## src/shared/twes_defines.svh

```systemverilog
`ifndef TWES_DEFINES_SVH
`define TWES_DEFINES_SVH

// Widths of the parallel word, its bytes, one code character and the serial word.
`define TWES_WORD_W      16
`define TWES_BYTE_W      8
`define TWES_CHAR_W      10
`define TWES_SER_W       20
`define TWES_PHASE_W     5

// Bit clock ratio to the word clock; the serializer shifts on both of its edges.
`define TWES_CLK_MULT    10

// Phase within the word period at which a held word enters the shift register.
`define TWES_LOAD_PHASE  5'h0f

// Transmit latency window in bit times, and the figure this design achieves.
`define TWES_LAT_MIN     34
`define TWES_LAT_MAX     38
`define TWES_LAT_BITS    36

// Idle words forced out after reset so the far end can find byte boundaries.
`define TWES_START_WORDS 3

// Byte values of the control and idle characters.
`define TWES_K28_5       8'hbc
`define TWES_D5_6        8'hc5
`define TWES_D16_2       8'h50
`define TWES_K23_7       8'hf7
`define TWES_K30_7       8'hfe

// K28.5 as sent, first bit in bit 0, for negative and positive running disparity.
`define TWES_COMMA_NEG   10'h17c
`define TWES_COMMA_POS   10'h283

`endif

```

## src/shared/twes_pkg.sv

```systemverilog
package twes_pkg;

    typedef struct packed {
        logic [15:0] data;
        logic        frame_valid;
        logic        tx_error_code;
    } twes_word_t;

    typedef struct packed {
        logic [7:0] byte_val;
        logic       is_k;
    } twes_sym_t;

    typedef enum logic [1:0] {
        TWES_IDLE = 2'b00,
        TWES_CEXT = 2'b01,
        TWES_DATA = 2'b10,
        TWES_ERRP = 2'b11
    } twes_mode_t;

    typedef enum logic {
        TWES_ALIGN = 1'b0,
        TWES_RUN   = 1'b1
    } twes_state_t;

endpackage

```

## src/rtl/twes_enc_8b10b.sv

```systemverilog
`include "twes_defines.svh"

// One 8b/10b character encoder; the output carries bit a in bit 0 so it is sent first.
module twes_enc_8b10b (
    input  wire logic [7:0] byte_in, // Byte to encode.
    input  wire logic       is_k,    // High for a control character.
    input  wire logic       rd_in,   // Running disparity before, high is positive.
    output logic      [9:0] code,    // Encoded character.
    output logic            rd_out   // Running disparity after.
);

    logic [4:0] x;
    logic [2:0] y;
    logic [5:0] s6;
    logic [3:0] s4;
    logic [5:0] c6;
    logic [3:0] c4;
    logic [9:0] msb_first;
    logic       rd_mid;
    logic       k28;
    logic       a7;

    assign x   = byte_in[4:0];
    assign y   = byte_in[7:5];
    assign k28 = is_k && (x == 5'h1c);

    always_comb begin
        unique case (x)
            5'h00: s6 = 6'h27;  5'h01: s6 = 6'h1d;  5'h02: s6 = 6'h2d;  5'h03: s6 = 6'h31;
            5'h04: s6 = 6'h35;  5'h05: s6 = 6'h29;  5'h06: s6 = 6'h19;  5'h07: s6 = 6'h38;
            5'h08: s6 = 6'h39;  5'h09: s6 = 6'h25;  5'h0a: s6 = 6'h15;  5'h0b: s6 = 6'h34;
            5'h0c: s6 = 6'h0d;  5'h0d: s6 = 6'h2c;  5'h0e: s6 = 6'h1c;  5'h0f: s6 = 6'h17;
            5'h10: s6 = 6'h1b;  5'h11: s6 = 6'h23;  5'h12: s6 = 6'h13;  5'h13: s6 = 6'h32;
            5'h14: s6 = 6'h0b;  5'h15: s6 = 6'h2a;  5'h16: s6 = 6'h1a;  5'h17: s6 = 6'h3a;
            5'h18: s6 = 6'h33;  5'h19: s6 = 6'h26;  5'h1a: s6 = 6'h16;  5'h1b: s6 = 6'h36;
            5'h1c: s6 = 6'h0e;  5'h1d: s6 = 6'h2e;  5'h1e: s6 = 6'h1e;  5'h1f: s6 = 6'h2b;
        endcase
        if (k28) begin
            s6 = 6'h0f;
        end
        // Unbalanced blocks, and D.7 whose two forms differ, invert under positive disparity.
        c6     = (rd_in && (($countones(s6) != 3) || (x == 5'h07))) ? ~s6 : s6;
        rd_mid = rd_in ^ ($countones(s6) != 3);
        // The alternate x.7 form avoids a run of five equal bits across the block edge.
        a7 = (y == 3'h7) && (is_k || (!rd_mid && (x == 5'h11 || x == 5'h12 || x == 5'h14))
                                  || (rd_mid && (x == 5'h0b || x == 5'h0d || x == 5'h0e)));
        unique case (y)
            3'h0: s4 = 4'hb;  3'h1: s4 = 4'h9;  3'h2: s4 = 4'h5;  3'h3: s4 = 4'hc;
            3'h4: s4 = 4'hd;  3'h5: s4 = 4'ha;  3'h6: s4 = 4'h6;  3'h7: s4 = 4'he;
        endcase
        if (a7) begin
            s4 = 4'h7;
        end
        if (y == 3'h0 || y == 3'h3 || y == 3'h4 || y == 3'h7) begin
            c4 = rd_mid ? ~s4 : s4;
        end else begin
            c4 = (k28 && !rd_mid) ? ~s4 : s4;
        end
        rd_out    = rd_mid ^ ($countones(c4) != 2);
        msb_first = {c6, c4};
        for (int i = 0; i < `TWES_CHAR_W; i++) begin
            code[i] = msb_first[`TWES_CHAR_W - 1 - i];
        end
    end

endmodule

```

## src/rtl/twes_tx_serializer.sv

```systemverilog
`include "twes_defines.svh"

// How it works
// - Capture the 16-bit word and both controls on each rising word clock edge.
// - Bit clock is ten times the word clock; shifting on both edges gives twenty.
// - The least significant bit of each word leaves the serial output first.
// - After reset, idle words with commas go out before any payload.
// - Each word splits into two bytes, each through its own 10-bit encoder.
// - Frame valid high, error low: both bytes go out as data characters.
// - Frame valid low, error high: carrier extend, two K23.7 characters.
// - Frame valid and error both high: error propagation, two K30.7 characters.
// - Running disparity is tracked so the line stays DC balanced.
// - Word load to bit 0 on the line is fixed, between 34 and 38 bit times.
// - Both controls low: idle, K28.5 then D5.6 or D16.2.
// - Negative-disparity K28.5 is 0011111010, its first seven bits the comma.
module twes_tx_serializer #(
    parameter int unsigned START_WORDS = `TWES_START_WORDS // Idle words after reset.
) (
    input  wire logic                clk,           // Serial rate clock, one bit time.
    input  wire logic                rst,           // Synchronous reset, active high.
    input  wire logic                tx_word_clock, // Word clock from the protocol device.
    input  wire twes_pkg::twes_word_t tx_word,      // Word with frame valid and error code.
    output logic                     bit_clk,       // Derived bit clock, 10x word rate.
    output logic                     serial_out,    // Serial data, first bit first.
    output logic                     link_ready     // High once start-up idles are encoded.
);

    localparam int unsigned CW = $clog2(START_WORDS + 1);

    logic                      word_clk_prev;
    logic                      word_edge;
    twes_pkg::twes_word_t      cap;
    logic                      cap_pulse;
    logic [`TWES_PHASE_W-1:0]  phase;
    logic                      load_now;
    twes_pkg::twes_state_t     state;
    logic [CW-1:0]             start_left;
    twes_pkg::twes_mode_t      mode;
    twes_pkg::twes_sym_t       sym_lo;
    twes_pkg::twes_sym_t       sym_hi;
    logic [`TWES_CHAR_W-1:0]   code_lo;
    logic [`TWES_CHAR_W-1:0]   code_hi;
    logic                      rd;
    logic                      rd_mid;
    logic                      next_rd;
    logic [`TWES_SER_W-1:0]    enc;
    logic [`TWES_SER_W-1:0]    held;
    logic [`TWES_SER_W-1:0]    shreg;

    // The word clock is sampled by clk; inputs are synchronous to it.
    assign word_edge = tx_word_clock && !word_clk_prev;

    always_ff @(posedge clk) begin
        if (rst) begin
            word_clk_prev <= 1'b0;
        end else begin
            word_clk_prev <= tx_word_clock;
        end
    end

    always_ff @(posedge clk) begin
        if (rst) begin
            cap       <= '0;
            cap_pulse <= 1'b0;
        end else begin
            cap_pulse <= word_edge;
            if (word_edge) begin
                cap <= tx_word;
            end
        end
    end

    // The phase counter and bit clock realign on every word edge, so a word clock
    // that drifts against clk slips a whole bit rather than tearing a character.
    always_ff @(posedge clk) begin
        if (rst) begin
            phase   <= '0;
            bit_clk <= 1'b0;
        end else if (word_edge) begin
            phase   <= '0;
            bit_clk <= 1'b1;
        end else begin
            phase   <= (phase == `TWES_PHASE_W'(`TWES_SER_W - 1)) ? '0 : phase + 1'b1;
            bit_clk <= ~bit_clk;
        end
    end

    assign load_now = (phase == `TWES_LOAD_PHASE);

    always_ff @(posedge clk) begin
        if (rst) begin
            state      <= twes_pkg::TWES_ALIGN;
            start_left <= CW'(START_WORDS);
        end else if (cap_pulse && state == twes_pkg::TWES_ALIGN) begin
            start_left <= start_left - 1'b1;
            if (start_left <= CW'(1)) begin
                state <= twes_pkg::TWES_RUN;
            end
        end
    end

    assign link_ready = (state == twes_pkg::TWES_RUN);

    always_comb begin
        // Payload is held off until the start-up commas are out.
        mode = (state == twes_pkg::TWES_ALIGN) ? twes_pkg::TWES_IDLE
             : twes_pkg::twes_mode_t'({cap.frame_valid, cap.tx_error_code});
        unique case (mode)
            twes_pkg::TWES_IDLE: begin
                sym_lo = '{`TWES_K28_5, 1'b1};
                // D16.2 flips disparity back to negative; D5.6 keeps it negative.
                sym_hi = '{(rd ? `TWES_D5_6 : `TWES_D16_2), 1'b0};
            end
            twes_pkg::TWES_CEXT: begin
                sym_lo = '{`TWES_K23_7, 1'b1};
                sym_hi = '{`TWES_K23_7, 1'b1};
            end
            twes_pkg::TWES_DATA: begin
                sym_lo = '{cap.data[7:0], 1'b0};
                sym_hi = '{cap.data[15:8], 1'b0};
            end
            twes_pkg::TWES_ERRP: begin
                sym_lo = '{`TWES_K30_7, 1'b1};
                sym_hi = '{`TWES_K30_7, 1'b1};
            end
        endcase
    end

    twes_enc_8b10b u_enc_lo (
        .byte_in (sym_lo.byte_val),
        .is_k    (sym_lo.is_k),
        .rd_in   (rd),
        .code    (code_lo),
        .rd_out  (rd_mid)
    );

    twes_enc_8b10b u_enc_hi (
        .byte_in (sym_hi.byte_val),
        .is_k    (sym_hi.is_k),
        .rd_in   (rd_mid),
        .code    (code_hi),
        .rd_out  (next_rd)
    );

    always_ff @(posedge clk) begin
        if (rst) begin
            rd  <= 1'b0;
            enc <= '0;
        end else if (cap_pulse) begin
            rd  <= next_rd;
            enc <= {code_hi, code_lo};
        end
    end

    // A second word of storage keeps the latency fixed at one full word period
    // plus the load phase, independent of when encoding finishes.
    always_ff @(posedge clk) begin
        if (rst) begin
            held <= '0;
        end else if (word_edge) begin
            held <= enc;
        end
    end

    always_ff @(posedge clk) begin
        if (rst) begin
            shreg <= '0;
        end else if (load_now) begin
            shreg <= held;
        end else begin
            shreg <= {1'b0, shreg[`TWES_SER_W-1:1]};
        end
    end

    assign serial_out = shreg[0];
endmodule

```

## config.mk

```make
export PLATFORM = sky130hd
export DESIGN_NAME = twes_tx_serializer
export DESIGN_NICKNAME = d
export VERILOG_FILES = /design/src/shared/twes_pkg.sv /design/src/rtl/twes_enc_8b10b.sv /design/src/rtl/twes_tx_serializer.sv
export VERILOG_INCLUDE_DIRS = /design/src /design/src/shared
export SDC_FILE = /design/constraint.sdc
export NUM_CORES = 1
export LEC_CHECK = 0
export BUFFER_PORTS_ARGS = -buffer_cell sky130_fd_sc_hd__buf_2
export CAP_MARGIN = 20
export CORE_MARGIN = 4
export CORE_UTILIZATION = 50
export CTS_BUF_LIST = sky130_fd_sc_hd__clkbuf_4 sky130_fd_sc_hd__clkbuf_8
export CTS_CLUSTER_DIAMETER = 80
export CTS_CLUSTER_SIZE = 12
export DETAILED_ROUTE_END_ITERATION = 16
export GPL_ROUTABILITY_DRIVEN = 1
export GPL_TIMING_DRIVEN = 1
export PLACE_DENSITY = 0.74
export SLEW_MARGIN = 20
export SYNTH_ARGS = -nofsm -noshare
export SYNTH_HDL_FRONTEND = slang
export SYNTH_SLANG_ARGS = --single-unit
```

## constraint.sdc

```tcl
create_clock -name clk -period 9.09 [get_ports clk]
set_input_delay 2.727 -clock clk [delete_from_list [all_inputs] [get_ports clk]]
set_output_delay 2.727 -clock clk [all_outputs]
set_load 0.03 [all_outputs]
```

Word-level counts from Yosys, hierarchy flattened
Memory sizes are Yosys's and may differ from the RTL's.
Index checks and enable logic that the tools add are counted.
Widths: inputs -> output; s select.
Operators by class
  add/sub/neg operators: 18
  multiply operators: 0
  div/mod/pow operators: 0
  order comparisons: 1
  equality and inequality tests: 31
  shift-type cells: 0
  multiplexer cells: 18
  bitwise logic cells: 11
  reduce and logical (&&, ||, !) cells: 43
Operator list (number)
  $add 32x32->32: 6
  $ne 32x3->1 const B: 4
  $pmux 9 s4: 2
  $eq 5x5->1 const B: 9
  $eq 5x4->1 const B: 7
  $mux 4: 8
  $mux 6: 4
  $add 1x1->2: 10
  $logic_or 1x1->1: 20
  $mux 19: 1
  $logic_and 1x1->1: 14
  $eq 3x3->1 const B: 4
  $not 6->6: 2
  $eq 5x3->1 const B: 2
  $mux 8: 1
  $not 4->4: 2
  $eq 3x2->1 const B: 2
  $logic_not 3->1: 2
  $add 5x1->5 const B: 1
  $eq 2x2->1 const B: 2
  $xor 1x1->1: 4
  $logic_not 1->1: 3
  $not 1->1: 3
  $reduce_or 3->1: 1
  other kinds (8): 8
Word-level totals
  register bits after elaboration: 90
  latch bits: 0
  RAM bits: 0
  memory bits (read-only): 448
  input bits: 21
  output and inout bits: 3
  logic and storage cells: 140
  memories kept: 4
Memory list
  (name not given): depth 32, bits a word 6, read ports 1, clocked after memory_dff 0, write ports 0, line twes_enc_8b10b.sv:28  | unique case (x)
  (name not given): depth 32, bits a word 6, read ports 1, clocked after memory_dff 0, write ports 0, line twes_enc_8b10b.sv:28
  (name not given): depth 8, bits a word 4, read ports 1, clocked after memory_dff 0, write ports 0, line twes_enc_8b10b.sv:47  | unique case (y)
  (name not given): depth 8, bits a word 4, read ports 1, clocked after memory_dff 0, write ports 0, line twes_enc_8b10b.sv:47

Depth between registers and ports, before layout
Gate-level depths: netlist of the first run.
  word-level depth: 38
  mapped depth: 38
  depth with buffers taken out: 35

Modules after synthesis
From an unflattened synthesis of the first run, not the netlist that was laid out.
Unflattened totals
  cell total of the unflattened synthesis: 561
  area, all modules: 5201.2 um^2
Modules (own cells, without submodules)
  twes_tx_serializer: times used 1, cells an instance 293, area each 3210.6 um^2, seq. area each 1801.7 um^2
  twes_enc_8b10b at u_enc_lo: times used 1, cells an instance 135, area each 1038.5 um^2, seq. area each 0.0 um^2
  twes_enc_8b10b at u_enc_hi: times used 1, cells an instance 133, area each 952.2 um^2, seq. area each 0.0 um^2

Worst setup path after synthesis of the first run
No wires, ideal clock.
  path kind: reg2reg
  start: reg state, in the netlist link_ready
  end: reg rd
  library setup time: 128 ps
  arrival time: 8491 ps
  required time: 8962 ps
  setup slack: 471 ps
  cell stages (with the launch flop): 34
  path buffers: 4
  period minus slack after synthesis: 8619 ps
  cells stage by stage: dfxtp_1 -> buf_2 -> buf_2 -> buf_2 -> o21ai_0 -> inv_1 -> ha_1 -> buf_1 -> mux2_2 -> a221oi_2 -> ha_1 -> fa_1 -> ha_1 -> and4bb_2 -> xnor2_1 -> mux2i_1 -> o211ai_1 -> and3_1 -> ha_1 -> ha_1 -> fa_1 -> nor3b_1 -> xnor3_1 -> xor2_1 -> mux2i_1 -> xnor2_1 -> ha_1 -> ha_1 -> fa_1 -> nor3b_1 -> xor2_1 -> nor2_1 -> a21oi_1 -> nor2_1
On the way
  cells in the longest elaborated chain, start to end: 38
  elaborated cells on any way between the ends: 99
  those cells by class: add/sub: 16; eq/ne: 27; mux: 13; bitwise: 6; reduce/logical: 33; memory: 4
RTL lines
  start: declaration: line twes_tx_serializer.sv:36  | twes_pkg::twes_state_t state;
  start signal: assignment: line twes_tx_serializer.sv:92  | state <= twes_pkg::TWES_ALIGN;
  start signal: assignment: line twes_tx_serializer.sv:97  | state <= twes_pkg::TWES_RUN;
  $mux 2 *: line twes_tx_serializer.sv:106  | mode = (state == twes_pkg::TWES_ALIGN) ? twes_pkg::TWES_IDLE
  $eq 2x2->1 (tied with other cells): line twes_tx_serializer.sv:108  | unique case (mode)
  $pmux 9 s4 *: line twes_tx_serializer.sv:108
  parallel branches: the longest is 16 deep, another holds $add 32x32->32
  $mux 4 *: line twes_enc_8b10b.sv:54  | if (y == 3'h0 || y == 3'h3 || y == 3'h4 || y == 3'h7) begin
  net code_lo[9]: line twes_tx_serializer.sv:41  | logic [`TWES_CHAR_W-1:0] code_lo;
  $add 1x1->2 (implied by the code) *: line twes_enc_8b10b.sv:59  | rd_out = rd_mid ^ ($countones(c4) != 2);
  $add 32x32->32 (implied by the code) *: line twes_enc_8b10b.sv:59
  [9 not listed]
  $not 4->4: line twes_enc_8b10b.sv:55, twes_enc_8b10b.sv:57
  $mux 4, on equally long branches: line twes_enc_8b10b.sv:57, twes_enc_8b10b.sv:55
  $mux 4 *: line twes_enc_8b10b.sv:54
  net code_hi[8]: line twes_tx_serializer.sv:42  | logic [`TWES_CHAR_W-1:0] code_hi;
  $add 1x1->2 (implied by the code) *: line twes_enc_8b10b.sv:59
  $add 32x32->32 (implied by the code) *: line twes_enc_8b10b.sv:59
  $ne 32x3->1 *: line twes_enc_8b10b.sv:59
  $xor 1x1->1 *: line twes_enc_8b10b.sv:59
  end signal: assignment: line twes_tx_serializer.sv:150  | rd <= next_rd;
  end: declaration: line twes_tx_serializer.sv:43  | logic rd;
Mark *: on every way through the listed nets, which the timed path passes.
A chain may end at the register's enable or synchronous reset.

Worst setup path after layout of the first run
  start: reg cap[1] in the netlist's numbering
  end: reg rd
On the way
  cells in the longest elaborated chain, start to end: 38
  elaborated cells on any way between the ends: 99
  those cells by class: add/sub: 16; eq/ne: 27; mux: 13; bitwise: 6; reduce/logical: 33; memory: 4
RTL lines
  start: declaration: line twes_tx_serializer.sv:32  | twes_pkg::twes_word_t cap;
  start signal: assignment: line twes_tx_serializer.sv:68  | cap <= tx_word;
  $mux 2 *: line twes_tx_serializer.sv:106
  $eq 2x2->1 (tied with other cells): line twes_tx_serializer.sv:108
  $pmux 9 s4 *: line twes_tx_serializer.sv:108
  parallel branches: the longest is 16 deep, another holds $add 32x32->32
  $mux 4 *: line twes_enc_8b10b.sv:54
  net code_lo[6]: line twes_tx_serializer.sv:41
  $add 1x1->2 (implied by the code) *: line twes_enc_8b10b.sv:59
  $add 32x32->32 (implied by the code) *: line twes_enc_8b10b.sv:59
  [9 not listed]
  $not 4->4: line twes_enc_8b10b.sv:55, twes_enc_8b10b.sv:57
  $mux 4, on equally long branches: line twes_enc_8b10b.sv:57, twes_enc_8b10b.sv:55
  $mux 4 *: line twes_enc_8b10b.sv:54
  net code_hi[8]: line twes_tx_serializer.sv:42
  $add 1x1->2 (implied by the code) *: line twes_enc_8b10b.sv:59
  $add 32x32->32 (implied by the code) *: line twes_enc_8b10b.sv:59
  $ne 32x3->1 *: line twes_enc_8b10b.sv:59
  $xor 1x1->1 *: line twes_enc_8b10b.sv:59
Marks and branches as above.

==> summary.md, run 1 <==
| Metric | Value |
|---|---|
| Hold Slack | `436 ps` |
| CP top delay family | `adder cells` |
| Cts hold-fix bufs | `0` |
| Setup slack after layout | `466 ps` |
| Most common cell after layout, fill and taps aside | `dfxtp_1` |
| Synth warn | `0` |
| Final nets | `between 600 and 700` |
| Initial DRT Pass Iterations | `6` |
| Clock Root Buffer | `clkbuf_8` |
| Crit path kind | `flop to flop` |
| FP Rows | `36` |
| CTS H-tree lvls | `3` |
| Worst R2R End | `rd` |
| DP Worst Slack | `between 150 and 200 ps` |
| Die Wd | `108 µm` |
| DP HPWL | `between 7000 and 8000 µm` |
| Mapped Nets | `598` |
| WP data arrival | `a little under 9000 ps` |
| GRT Resource Usage Total | `0.195` |
| Post-route DRC | `0` |
| Worst vdd ir | `0.115 mV` |
| Post-route ant nets | `0` |
| CP max stage delay | `around 530 ps` |
| Gate Count Post-Synth | `~540` |
| Buffers on Ports | `23` |
| Sinks on Clock Net | `90` |
| WL per Instance | `~16 µm` |
| Period utilization | `0.949` |
| Most frequent cells in the layout | `dfxtp_1 (90), nor2_1 (66), a22o_1 (39)` |
| Clk Latency, worst-skew pair | `between 300 and 400 ps` |
| CTS tree | `built` |
| Fraction of layout cells with a size suffix above 1 | `0.127` |
| Synth cell types | `75` |
| Synthesized flop and latch total | `90` |
| CTS Buf Count | `9` |
| Clock Path Buffers | `2` |
| First-pass GRT wire length | `between 15,000 and 20,000 µm` |
| Worst Hold Depth | `2` |
| Layout Cells excl Fill | `685` |
| Final Wtd Congestion | `around 0.86` |
| Dominant synthesized flop cell | `dfxtp_1` |
| Total of max-cap violations | `0` |
| Syn Area/Cell | `roughly 9 µm²` |
| Initial Utilization | `0.512` |
| Clk slew on worst S/H paths | `100 ps` |
| Final setup vio count | `0` |
| CP bufs+invs | `1` |
| # IOs | `24` |
| Sequential element share of the synthesized area | `0.360` |
| CP max stage cell | `o311ai_1` |
| Worst rel slew slack | `0.404` |
| Most frequent CP cell | `ha_1` |
| Core area | `just under 0.01 mm²` |
| R2R setup slack | `between 400 and 500 ps` |
| Vias | `4,020` |
| Placed instance count | `around 670` |
| Post-synth EDFFs | `0` |
| CP max FO | `10` |
| Worst Path Required | `just over 9000 ps` |
| Initial antenna violation count | `0` |
| Fin. max-slew vios | `0` |
| Critical Path Stages | `32` |
| Min cycle time layout | `roughly 8600 ps` |
| Overflow after GRT | `0` |
| 1st-iter DRT viols | `about 190` |
| Leak | `between 2 and 2.5 nW` |
| Full die area | `roughly 0.012 mm²` |
| Final core occ | `0.561` |
| Vias in the first global route | `~3,800` |
| Clock Skew | `16.7 ps` |
| Async SR Flop Fraction | `0` |
| Antenna diode count | `0` |
| Reg2reg start | `cap[1]` |
| Worst-Margin Slew | `894 ps` |
| Fin. Hold Viols | `0` |
| Fmax achieved | `116 MHz` |
| Status | `completed` |
| Area delta synth->final | `9.50%` |
| Final WL | `~11,000 µm` |
| CP Capture Type | `flop` |
| Critical path destination | `rd` |
| Vias per inst | `~5.9` |
| Largest net degree at the start of global routing | `50` |
| Crit path from | `cap[1]` |
| PD cells | `between 150 and 200 mW/mm²` |
| R2R cell count | `32` |
| Min-Delay Path Class | `flop to flop` |
| Critical Path Source Type | `flop` |
| Mapped cell area | `about 0.0050 mm²` |
| Die H | `~110 µm` |
[worst min path at each step]
stage / startpoint / to / slack [ps]
after floorplan: held[19] / shreg[19] / 410
after global placement: bit_clk / bit_clk / 410
after detailed placement: held[19] / shreg[19] / 430
after CTS: held[19] / shreg[19] / 440
after global routing: held[19] / shreg[19] / 450
final: held[19] / shreg[19] / 440
[final cells by class]
class	instances	area (µm²)
Clock inverter	6	97.6
Multi-Input combinational cell	398	3030
Clock buffer	10	131
Inverter	17	63.8
Fill cell	914	4290
Timing Repair Buffer	31	195
Tap cell	133	166
Sequential cell	90	1800
[routing by layer]
| layer | share of wire | global-route usage | vias to the layer above |
|---|---|---|---|
| li1 | - | - | 1989 |
| met1 | 0.48 | 0.261 | 1912 |
| met2 | 0.47 | 0.322 | 104 |
| met3 | 0.040 | 0.0299 | 15 |
| met4 | 0.014 | 0.0685 | 0 |
| met5 | 0 | 0 | - |
[sequential cells by signal (all words and copies together) (netlist names), 2 cells and up]
| register | cells |
|---|---|
| phase | 5 |
| start_left | 2 |
| enc | 20 |
| held | 20 |
| cap | 18 |
| shreg | 20 |
[worst reg2reg max path, delay by kind of cell (launching register included)]
family / cells / cell delay, ps
adder cells (fa/ha/maj): 10 / 3200
AO/OA/AOI/OAI: 6 / 1480
AND/OR/NAND/NOR: 8 / 1290
XOR/XNOR: 5 / 1140
multiplexers: 2 / 690
flip-flops: 1 / 500
buffers and inverters: 1 / 160
[cells by family (layout without fill, tap and decap cells)]
group,Yosys count,after routing,share of synthesized area
muxes,31,31,0.0622
AOI/OAI and AO/OA,154,154,0.239
buffers and inverters,53,64,0.0450
and+or+nand+nor,156,156,0.156
adders and majority gates,36,36,0.0990
DFF,90,90,0.360
xor gates and xnor gates,21,21,0.0395
[power breakdown]
part	total [mW]	internal [mW]	switching (mW)
clock	0.311	0.162	0.149
combinational	0.279	0.121	0.159
sequential	0.440	0.420	0.0204
total	1.03	0.703	0.328
[repair_timing]
| item | in CTS | in global routing |
|---|---|---|
| buffers inserted | 0 | 0 |
| setup endpoints to repair | 0 | 1 |
| resized for setup | 0 | 5 |
[cells in the mapped netlist (all sizes together) (5+ instances only)]
| master | n | share of area |
|---|---|---|
| nand2 | 35 | 0.026 |
| clkbuf | 19 | 0.014 |
| and3 | 5 | 0.0062 |
| o21ai | 27 | 0.028 |
| o22ai | 6 | 0.010 |
| dfxtp | 90 | 0.36 |
| xnor2 | 13 | 0.023 |
| a22o | 39 | 0.068 |
| nor3 | 6 | 0.0060 |
| nor2 | 66 | 0.049 |
| a21oi | 17 | 0.018 |
| nand3 | 6 | 0.0060 |
| buf | 17 | 0.018 |
| o211ai | 8 | 0.012 |
| a31oi | 6 | 0.0075 |
| a211oi | 6 | 0.0090 |
| fa | 6 | 0.024 |
| mux2i | 30 | 0.060 |
| inv | 17 | 0.013 |
| nand2b | 6 | 0.0075 |
| a2bb2oi | 5 | 0.010 |
| ha | 30 | 0.075 |
| xor2 | 7 | 0.012 |
| nor3b | 5 | 0.0075 |
[stage by stage]
stage,setup TNS (ps),cell area [µm²],total power [mW]
final,0,5480,1.03
after global routing,-38.7,5480,1.09
after CTS,0,5420,1.03
after detailed placement,0,5190,0.720
after global placement,0,5190,0.708
after floorplan,0,5010,0.661
Note: power is estimated with default switching activity, not from simulation.
==> run 2: changes to the inputs <==
==> constraint.sdc (replaced) <==
create_clock -name clk -period 8.8 [get_ports clk]
set_input_delay 2.64 -clock clk [delete_from_list [all_inputs] [get_ports clk]]
set_output_delay 2.64 -clock clk [all_outputs]
set_load 0.03 [all_outputs]
==> summary.md, run 2 (same netlist as run 1, synthesis figures left out) <==
| Metric | Value |
|---|---|
| Status | `completed` |
| Most frequent CP cell | `ha_1` |
| Hold EP | `shreg[19]` |
| First-pass GRT wire length | `19,000 µm (+2.8%)` |
| Final WL | `11,400 µm (+2.5%)` |
| Pwr Total | `1.05 mW (+1.6%)` |
| Min cycle time layout | `8380 ps (-244 ps)` |
| Crit path from | `cap[0]` |
| Post-route ant nets | `0 (unchanged)` |
| Leak | `2.26 nW (-0.18%)` |
| Most common cell after layout, fill and taps aside | `dfxtp_1` |
| Clock Root Buffer | `clkbuf_8` |
| Fin. max-slew vios | `0 (unchanged)` |
| Die H | `108 µm (unchanged)` |
| GR Util met1 | `0.269 (+0.00801)` |
| Layout Cells excl Fill | `687 (+0.29%)` |
| Total of max-cap violations | `0 (unchanged)` |
| Area delta synth->final | `9.87%` |
| Most Used Layer, Global Route | `met2` |
| Initial DRT Pass Iterations | `5 (-1)` |
| Worst Hold Depth | `2 (unchanged)` |
| Final Wtd Congestion | `0.890 (+3.5%)` |
| R2R cell count | `34 (+6.3%)` |
| Crit path kind | `flop to flop` |
| Placed instance count | `670 (+0.30%)` |
| Worst vdd ir | `0.0872 mV (-24%)` |
| Setup slack after layout | `420 ps (-45.7 ps)` |
| Clock Skew | `9.19 ps (-7.53 ps)` |
| CTS tree | `built` |
| Cts hold-fix bufs | `0 (unchanged)` |
| Largest net degree at the start of global routing | `50 (unchanged)` |
| Final instance area | `0.00550 mm² (+0.34%)` |
| Worst rel slew slack | `0.193 (-0.212)` |
| Clk slew on worst S/H paths | `100 ps (about the same)` |
| Vias per inst | `5.91 (+0.75%)` |
| Reg2reg start | `cap[0]` |
| DP Area | `0.00521 mm² (+0.29%)` |
| Vias | `4,062 (+1.0%)` |
| GR Util met2 | `0.332 (+0.0102)` |
| Die Wd | `108 µm (unchanged)` |
| Clock Path Buffers | `2 (unchanged)` |
| Antenna diode count | `0 (unchanged)` |
| Core area | `0.00977 mm² (unchanged)` |
| CTS Buf Count | `9 (unchanged)` |
| CP max stage delay | `480 ps (-50 ps)` |
| Worst Path Required | `9020 ps (-290 ps)` |
| WP data arrival | `8600 ps (-250 ps)` |
| Final core occ | `0.563 (+0.00192)` |
| Sinks on Clock Net | `90 (unchanged)` |
| CP Capture Type | `flop` |
| Vias in the first global route | `3,815 (-0.10%)` |
| Worst R2R End | `rd` |
| DP Worst Slack | `170 ps (-10.7 ps)` |
| Fin. Hold Viols | `0 (unchanged)` |
| CP max stage cell | `fa_1` |
| R2R setup slack | `420 ps (-50 ps)` |
| Fraction of layout cells with a size suffix above 1 | `0.141 (+0.0140)` |
| WL per Instance | `16.6 µm (+2.2%)` |
| DP HPWL | `7800 µm (+0.48%)` |
| Post-CTS Setup Inserts | `0 (unchanged)` |
| CTS H-tree lvls | `3 (unchanged)` |
| Full die area | `0.0117 mm² (unchanged)` |
| Post-route DRC | `0 (unchanged)` |
| FP Rows | `36 (unchanged)` |
| Hold_sp | `held[19]` |
| Most frequent cells in the layout | `dfxtp_1 (88), nor2_1 (66), a22o_1 (39)` |
| Buffers on Ports | `23 (unchanged)` |
| Min-Delay Path Class | `flop to flop` |
| PD cells | `190 mW/mm² (+1.2%)` |
| Worst-Margin Slew | `1190 ps (+301 ps)` |
| GRT Resource Usage Total | `0.202 (+0.00631)` |
| Clk Latency, worst-skew pair | `370 ps (about the same)` |
| Final setup TNS | `0 ps (unchanged)` |
| Final setup vio count | `0 (unchanged)` |
| Overflow after GRT | `0 (unchanged)` |
| # IOs | `24 (unchanged)` |
| CP max FO | `8 (-2)` |
| Final nets | `606 (+0.33%)` |
| Fmax achieved | `119 MHz (+2.9%)` |
| Period utilization | `0.952 (+0.00350)` |
| 1st-iter DRT viols | `198 (+4.8%)` |
| Top flop regs | `enc: 20 flops, held: 20 flops, shreg: 20 flops` |
| Hold Slack | `438 ps (+1.76 ps)` |
| Critical Path Source Type | `flop` |
| Initial Utilization | `0.512 (unchanged)` |
| Met3 usage | `0.0358 (+0.00597)` |
| Initial antenna violation count | `0 (unchanged)` |
-- run 2: cell count changes in the layout (fill, tap and decap cells not counted), moves of 2 or more --
cell	previous run	this run
buf_4	7	9
bufinv_16	2	0
clkinv_8	0	2
dfxtp_1	90	88
dfxtp_2	0	2
ha_1	29	27
-- run 2: final cells by class --
type | instances | area [µm²]
Tap cell | 133 | 166
Clock buffer | 9 | 124
Multi-Input combinational cell | 398 | 3050
Timing Repair Buffer | 33 | 210
Clock inverter | 7 | 81.3
Fill cell | 907 | 4270
Inverter | 17 | 63.8
Sequential cell | 90 | 1800
-- run 2: layer usage --
| layer | vias to the layer above | wire length [µm] |
|---|---|---|
| met5 | - | 0 |
| li1 | 1992 | - |
| met1 | 1969 | 5300 |
| met2 | 84 | 5630 |
| met4 | 0 | 133 |
| met3 | 17 | 348 |
-- run 2: worst max-delay path, delay by kind of cell (launching register included) --
family	cells	cell delay, ps
XOR/XNOR	4	970
adder cells (fa/ha/maj)	10	3200
buffers and inverters	2	280
AO/OA/AOI/OAI	8	1640
AND/OR/NAND/NOR	9	1530
multiplexers	1	220
flip-flops	1	390
-- run 2: how the worst max path moves through the flow --
stage / to / cells past startpoint
floorplan: rd / 33
global placement: rd / 32
detailed placement: rd / 31
CTS: rd / 32
global route: rd / 35
finish: rd / 34
-- run 2: repair_timing --
action | CTS | global route
endpoints found under the hold margin | 0 | 0
resized for setup | 0 | 12
setup endpoints to repair | 0 | 1
-- run 2: where the power goes --
group          internal, mW  switching (mW)  total (mW)
clock                 0.113           0.170       0.284
combinational         0.132           0.176       0.308
sequential            0.434          0.0209       0.455
==> run 3: changes to the inputs <==
--- a/config.mk
+++ b/config.mk
@@ -6,6 +6,7 @@
 export SDC_FILE = /design/constraint.sdc
 export NUM_CORES = 1
 export LEC_CHECK = 0
+export ABC_AREA = 1
 export BUFFER_PORTS_ARGS = -buffer_cell sky130_fd_sc_hd__buf_2
 export CAP_MARGIN = 20
 export CORE_MARGIN = 4
==> summary.md, run 3 <==
| Metric | Value |
|---|---|
| Status | `completed` |
| Top flop regs | `enc: 20 flops, held: 20 flops, shreg: 20 flops` |
| Largest net degree at the start of global routing | `28 (-44%)` |
| Vias in the first global route | `3,865 (+1.3%)` |
| DP HPWL | `7520 µm (-3.6%)` |
| CP bufs+invs | `7 (+5)` |
| Clock Skew | `9.59 ps (+0.398 ps)` |
| Crit path from | `cap[0]` |
| Vias per inst | `5.03 (-15%)` |
| Worst vdd ir | `0.0966 mV (+11%)` |
| WP data arrival | `8150 ps (-450 ps)` |
| # fillers | `883 (-2.6%)` |
| DP Worst Slack | `806 ps (+636 ps)` |
| Most frequent cells in the layout | `nand2_1 (138), inv_1 (96), dfxtp_1 (90)` |
| Most frequent CP cell | `nand2_1` |
| Worst-Margin Slew | `735 ps (-460 ps)` |
| CP top delay family | `adder cells` |
| Post-route ant nets | `0 (unchanged)` |
| Sinks on Clock Net | `90 (unchanged)` |
| Die H | `107 µm (-1.1%)` |
| Fin. Hold Viols | `0 (unchanged)` |
| Clk Latency, worst-skew pair | `350 ps (-20 ps)` |
| Pwr Total | `1.07 mW (+2.2%)` |
| First-pass GRT wire length | `17,200 µm (-9.9%)` |
| Reg2reg start | `cap[0]` |
| Post-synth EDFFs | `0 (unchanged)` |
| CP max stage cell | `fa_1` |
| Fmax achieved | `127 MHz (+6.0%)` |
| Syn Area/Cell | `7.16 µm² (-23%)` |
| Crit path kind | `flop to flop` |
| Overflow after GRT | `0 (unchanged)` |
| 1st-iter DRT viols | `164 (-17%)` |
| Min-Delay Path Class | `flop to flop` |
| RSZ-0062 raised after global routing | `false` |
| Synth cell types | `38 (-49%)` |
| Buffers on Ports | `23 (unchanged)` |
| Area delta synth->final | `8.63%` |
| CP Capture Type | `flop` |
| Worst R2R End | `rd` |
| Period utilization | `0.898 (-0.0542)` |
| Clock Path Buffers | `2 (unchanged)` |
| Final WL | `9920 µm (-13%)` |
| Clock Root Buffer | `clkbuf_8` |
| Async SR Flop Fraction | `0 (unchanged)` |
| Critical path destination | `rd` |
| Fin. max-slew vios | `0 (unchanged)` |
| Total of max-cap violations | `0 (unchanged)` |
| Antenna diode count | `0 (unchanged)` |
| CTS tree | `built` |
| Min cycle time layout | `7900 ps (-477 ps)` |
| # IOs | `24 (unchanged)` |
| PD cells | `202 mW/mm² (+5.9%)` |
| Final setup TNS | `0 ps (unchanged)` |
| Mapped cell area | `0.00488 mm² (-2.4%)` |
| Initial Utilization | `0.521 (+0.00907)` |
| R2R setup slack | `900 ps (+480 ps)` |
| Final setup vio count | `0 (unchanged)` |
| Final Wtd Congestion | `0.875 (-1.7%)` |
| Initial DRT Pass Iterations | `4 (-1)` |
| Gate Count Post-Synth | `682 (+26%)` |
| Vias | `4,172 (+2.7%)` |
| CP max stage delay | `500 ps (+20 ps)` |
| Critical Path Stages | `40 (+18%)` |
| Post-route DRC | `0 (unchanged)` |
| Dominant synthesized flop cell | `dfxtp_1` |
| GRT Resource Usage Total | `0.181 (-0.0202)` |
| CP max FO | `10 (+2)` |
| Initial antenna violation count | `0 (unchanged)` |
| FP Rows | `35 (-2.8%)` |
| Setup slack after layout | `897 ps (+477 ps)` |
| Sequential element share of the synthesized area | `0.369 (+0.00894)` |
| Leak | `2.58 nW (+14%)` |
| Full die area | `0.0114 mm² (-2.2%)` |
| Mapped Nets | `739 (+24%)` |
| WL per Instance | `11.9 µm (-28%)` |
| CTS Buf Count | `9 (unchanged)` |
| Most numerous cell in the Yosys netlist | `nand2_1` |
| Worst Path Required | `9040 ps (+20 ps)` |
| Final nets | `753 (+24%)` |
| Largest cells by area after synthesis | `dfxtp_1 (37%), nand2_1 (11%), ha_1 (7.7%)` |
| Core area | `0.00937 mm² (-4.1%)` |
| Die Wd | `107 µm (-1.1%)` |
| Critical Path Source Type | `flop` |
| Clk slew on worst S/H paths | `90 ps (about the same)` |
| Area share of the largest cell type after synthesis | `0.369 (+0.00894)` |
| Leading area contributor after synthesis | `dfxtp_1` |
| Worst rel slew slack | `0.507 (+0.314)` |
| CTS H-tree lvls | `3 (unchanged)` |
| Synth warn | `0 (unchanged)` |
| Most common cell after layout, fill and taps aside | `nand2_1` |
| R2R cell count | `40 (+18%)` |
| Top cells by instance count after synthesis | `nand2_1 (138), inv_1 (96), dfxtp_1 (90)` |
| Synthesized flop and latch total | `90 (unchanged)` |
| Fraction of layout cells with a size suffix above 1 | `0.0984 (-0.0424)` |
-- run 3: cell types whose count changed after synthesis, sizes merged, moves of 18 or more --
cell,delta
nand2,+112
inv,+84
o21ai,+61
nand3,+35
a22o,-31
mux2i,-30
a21oi,+18
-- run 3: power by group --
| part | internal (mW) | switching (mW) | total, mW |
|---|---|---|---|
| Combinational | 0.117 | 0.200 | 0.318 |
| Clock | 0.167 | 0.148 | 0.315 |
| Sequential | 0.426 | 0.0107 | 0.437 |
-- run 3: kinds of logic (layout without fill, tap and decap cells) --
family,count (synthesis),in the layout,share of synthesized area
buffers and inverters,123,142,0.0973
AND/OR/NAND/NOR,279,279,0.249
flip-flops,90,90,0.369
AO/OA/AOI/OAI,144,144,0.165
XOR/XNOR,10,10,0.0179
adder cells (fa/ha/maj),36,36,0.101
-- run 3: worst min-delay path by stage --
stage / from / endpoint / slack [ps] / depth (start not counted)
after global routing: held[19] / shreg[19] / 470 / 2
final: held[19] / shreg[19] / 440 / 2
after floorplan: held[19] / shreg[19] / 420 / 2
after CTS: held[19] / shreg[19] / 440 / 2
after detailed placement: held[19] / shreg[19] / 430 / 2
after global placement: held[19] / shreg[19] / 430 / 2
-- run 3: per-layer routing --
layer	vias to the layer above	global-route usage	part of all wire	routed length (µm)
met2	89	0.311	0.47	4680
met1	1865	0.232	0.48	4750
li1	2208	-	-	-
met5	-	0	0	0
met4	0	0.0548	0.012	120
met3	10	0.0343	0.038	373
-- run 3: worst register-to-register path, delay by kind of cell, from the launching register on --
family,cells,cell delay [ps]
simple gates,15,2000
compound gates,5,1010
fa+ha+maj,10,3190
xor+xnor,3,590
flops,1,400
buf+inv,7,560
-- run 3: cell type report --
type / count / area, µm² / share of cell area
clock buffer: 10 / 131 / 0.0248
clock inverter: 6 / 95.1 / 0.0179
inverter: 101 / 379 / 0.0714
multi-input combinational: 469 / 2610 / 0.491
sequential: 90 / 1800 / 0.340
tap: 129 / 161 / 0.0304
timing repair buffer: 25 / 130 / 0.0245
-- run 3: repair_timing --
action	4_1_cts	5_1_grt
buffers inserted	0	0
hold buffers	0	0
setup endpoints to repair	0	1
resized for setup	0	1
-- run 3: through the flow --
stage | instances | hold WS (ps) | utilization | cell area, µm²
after floorplan | 682 | 415 | - | 4880
after global placement | 814 | 428 | 0.542 | 5080
after detailed placement | 814 | 432 | 0.542 | 5080
after CTS | 830 | 435 | 0.566 | 5310
after global routing | 830 | 472 | 0.566 | 5310
final | 830 | 440 | 0.566 | 5310
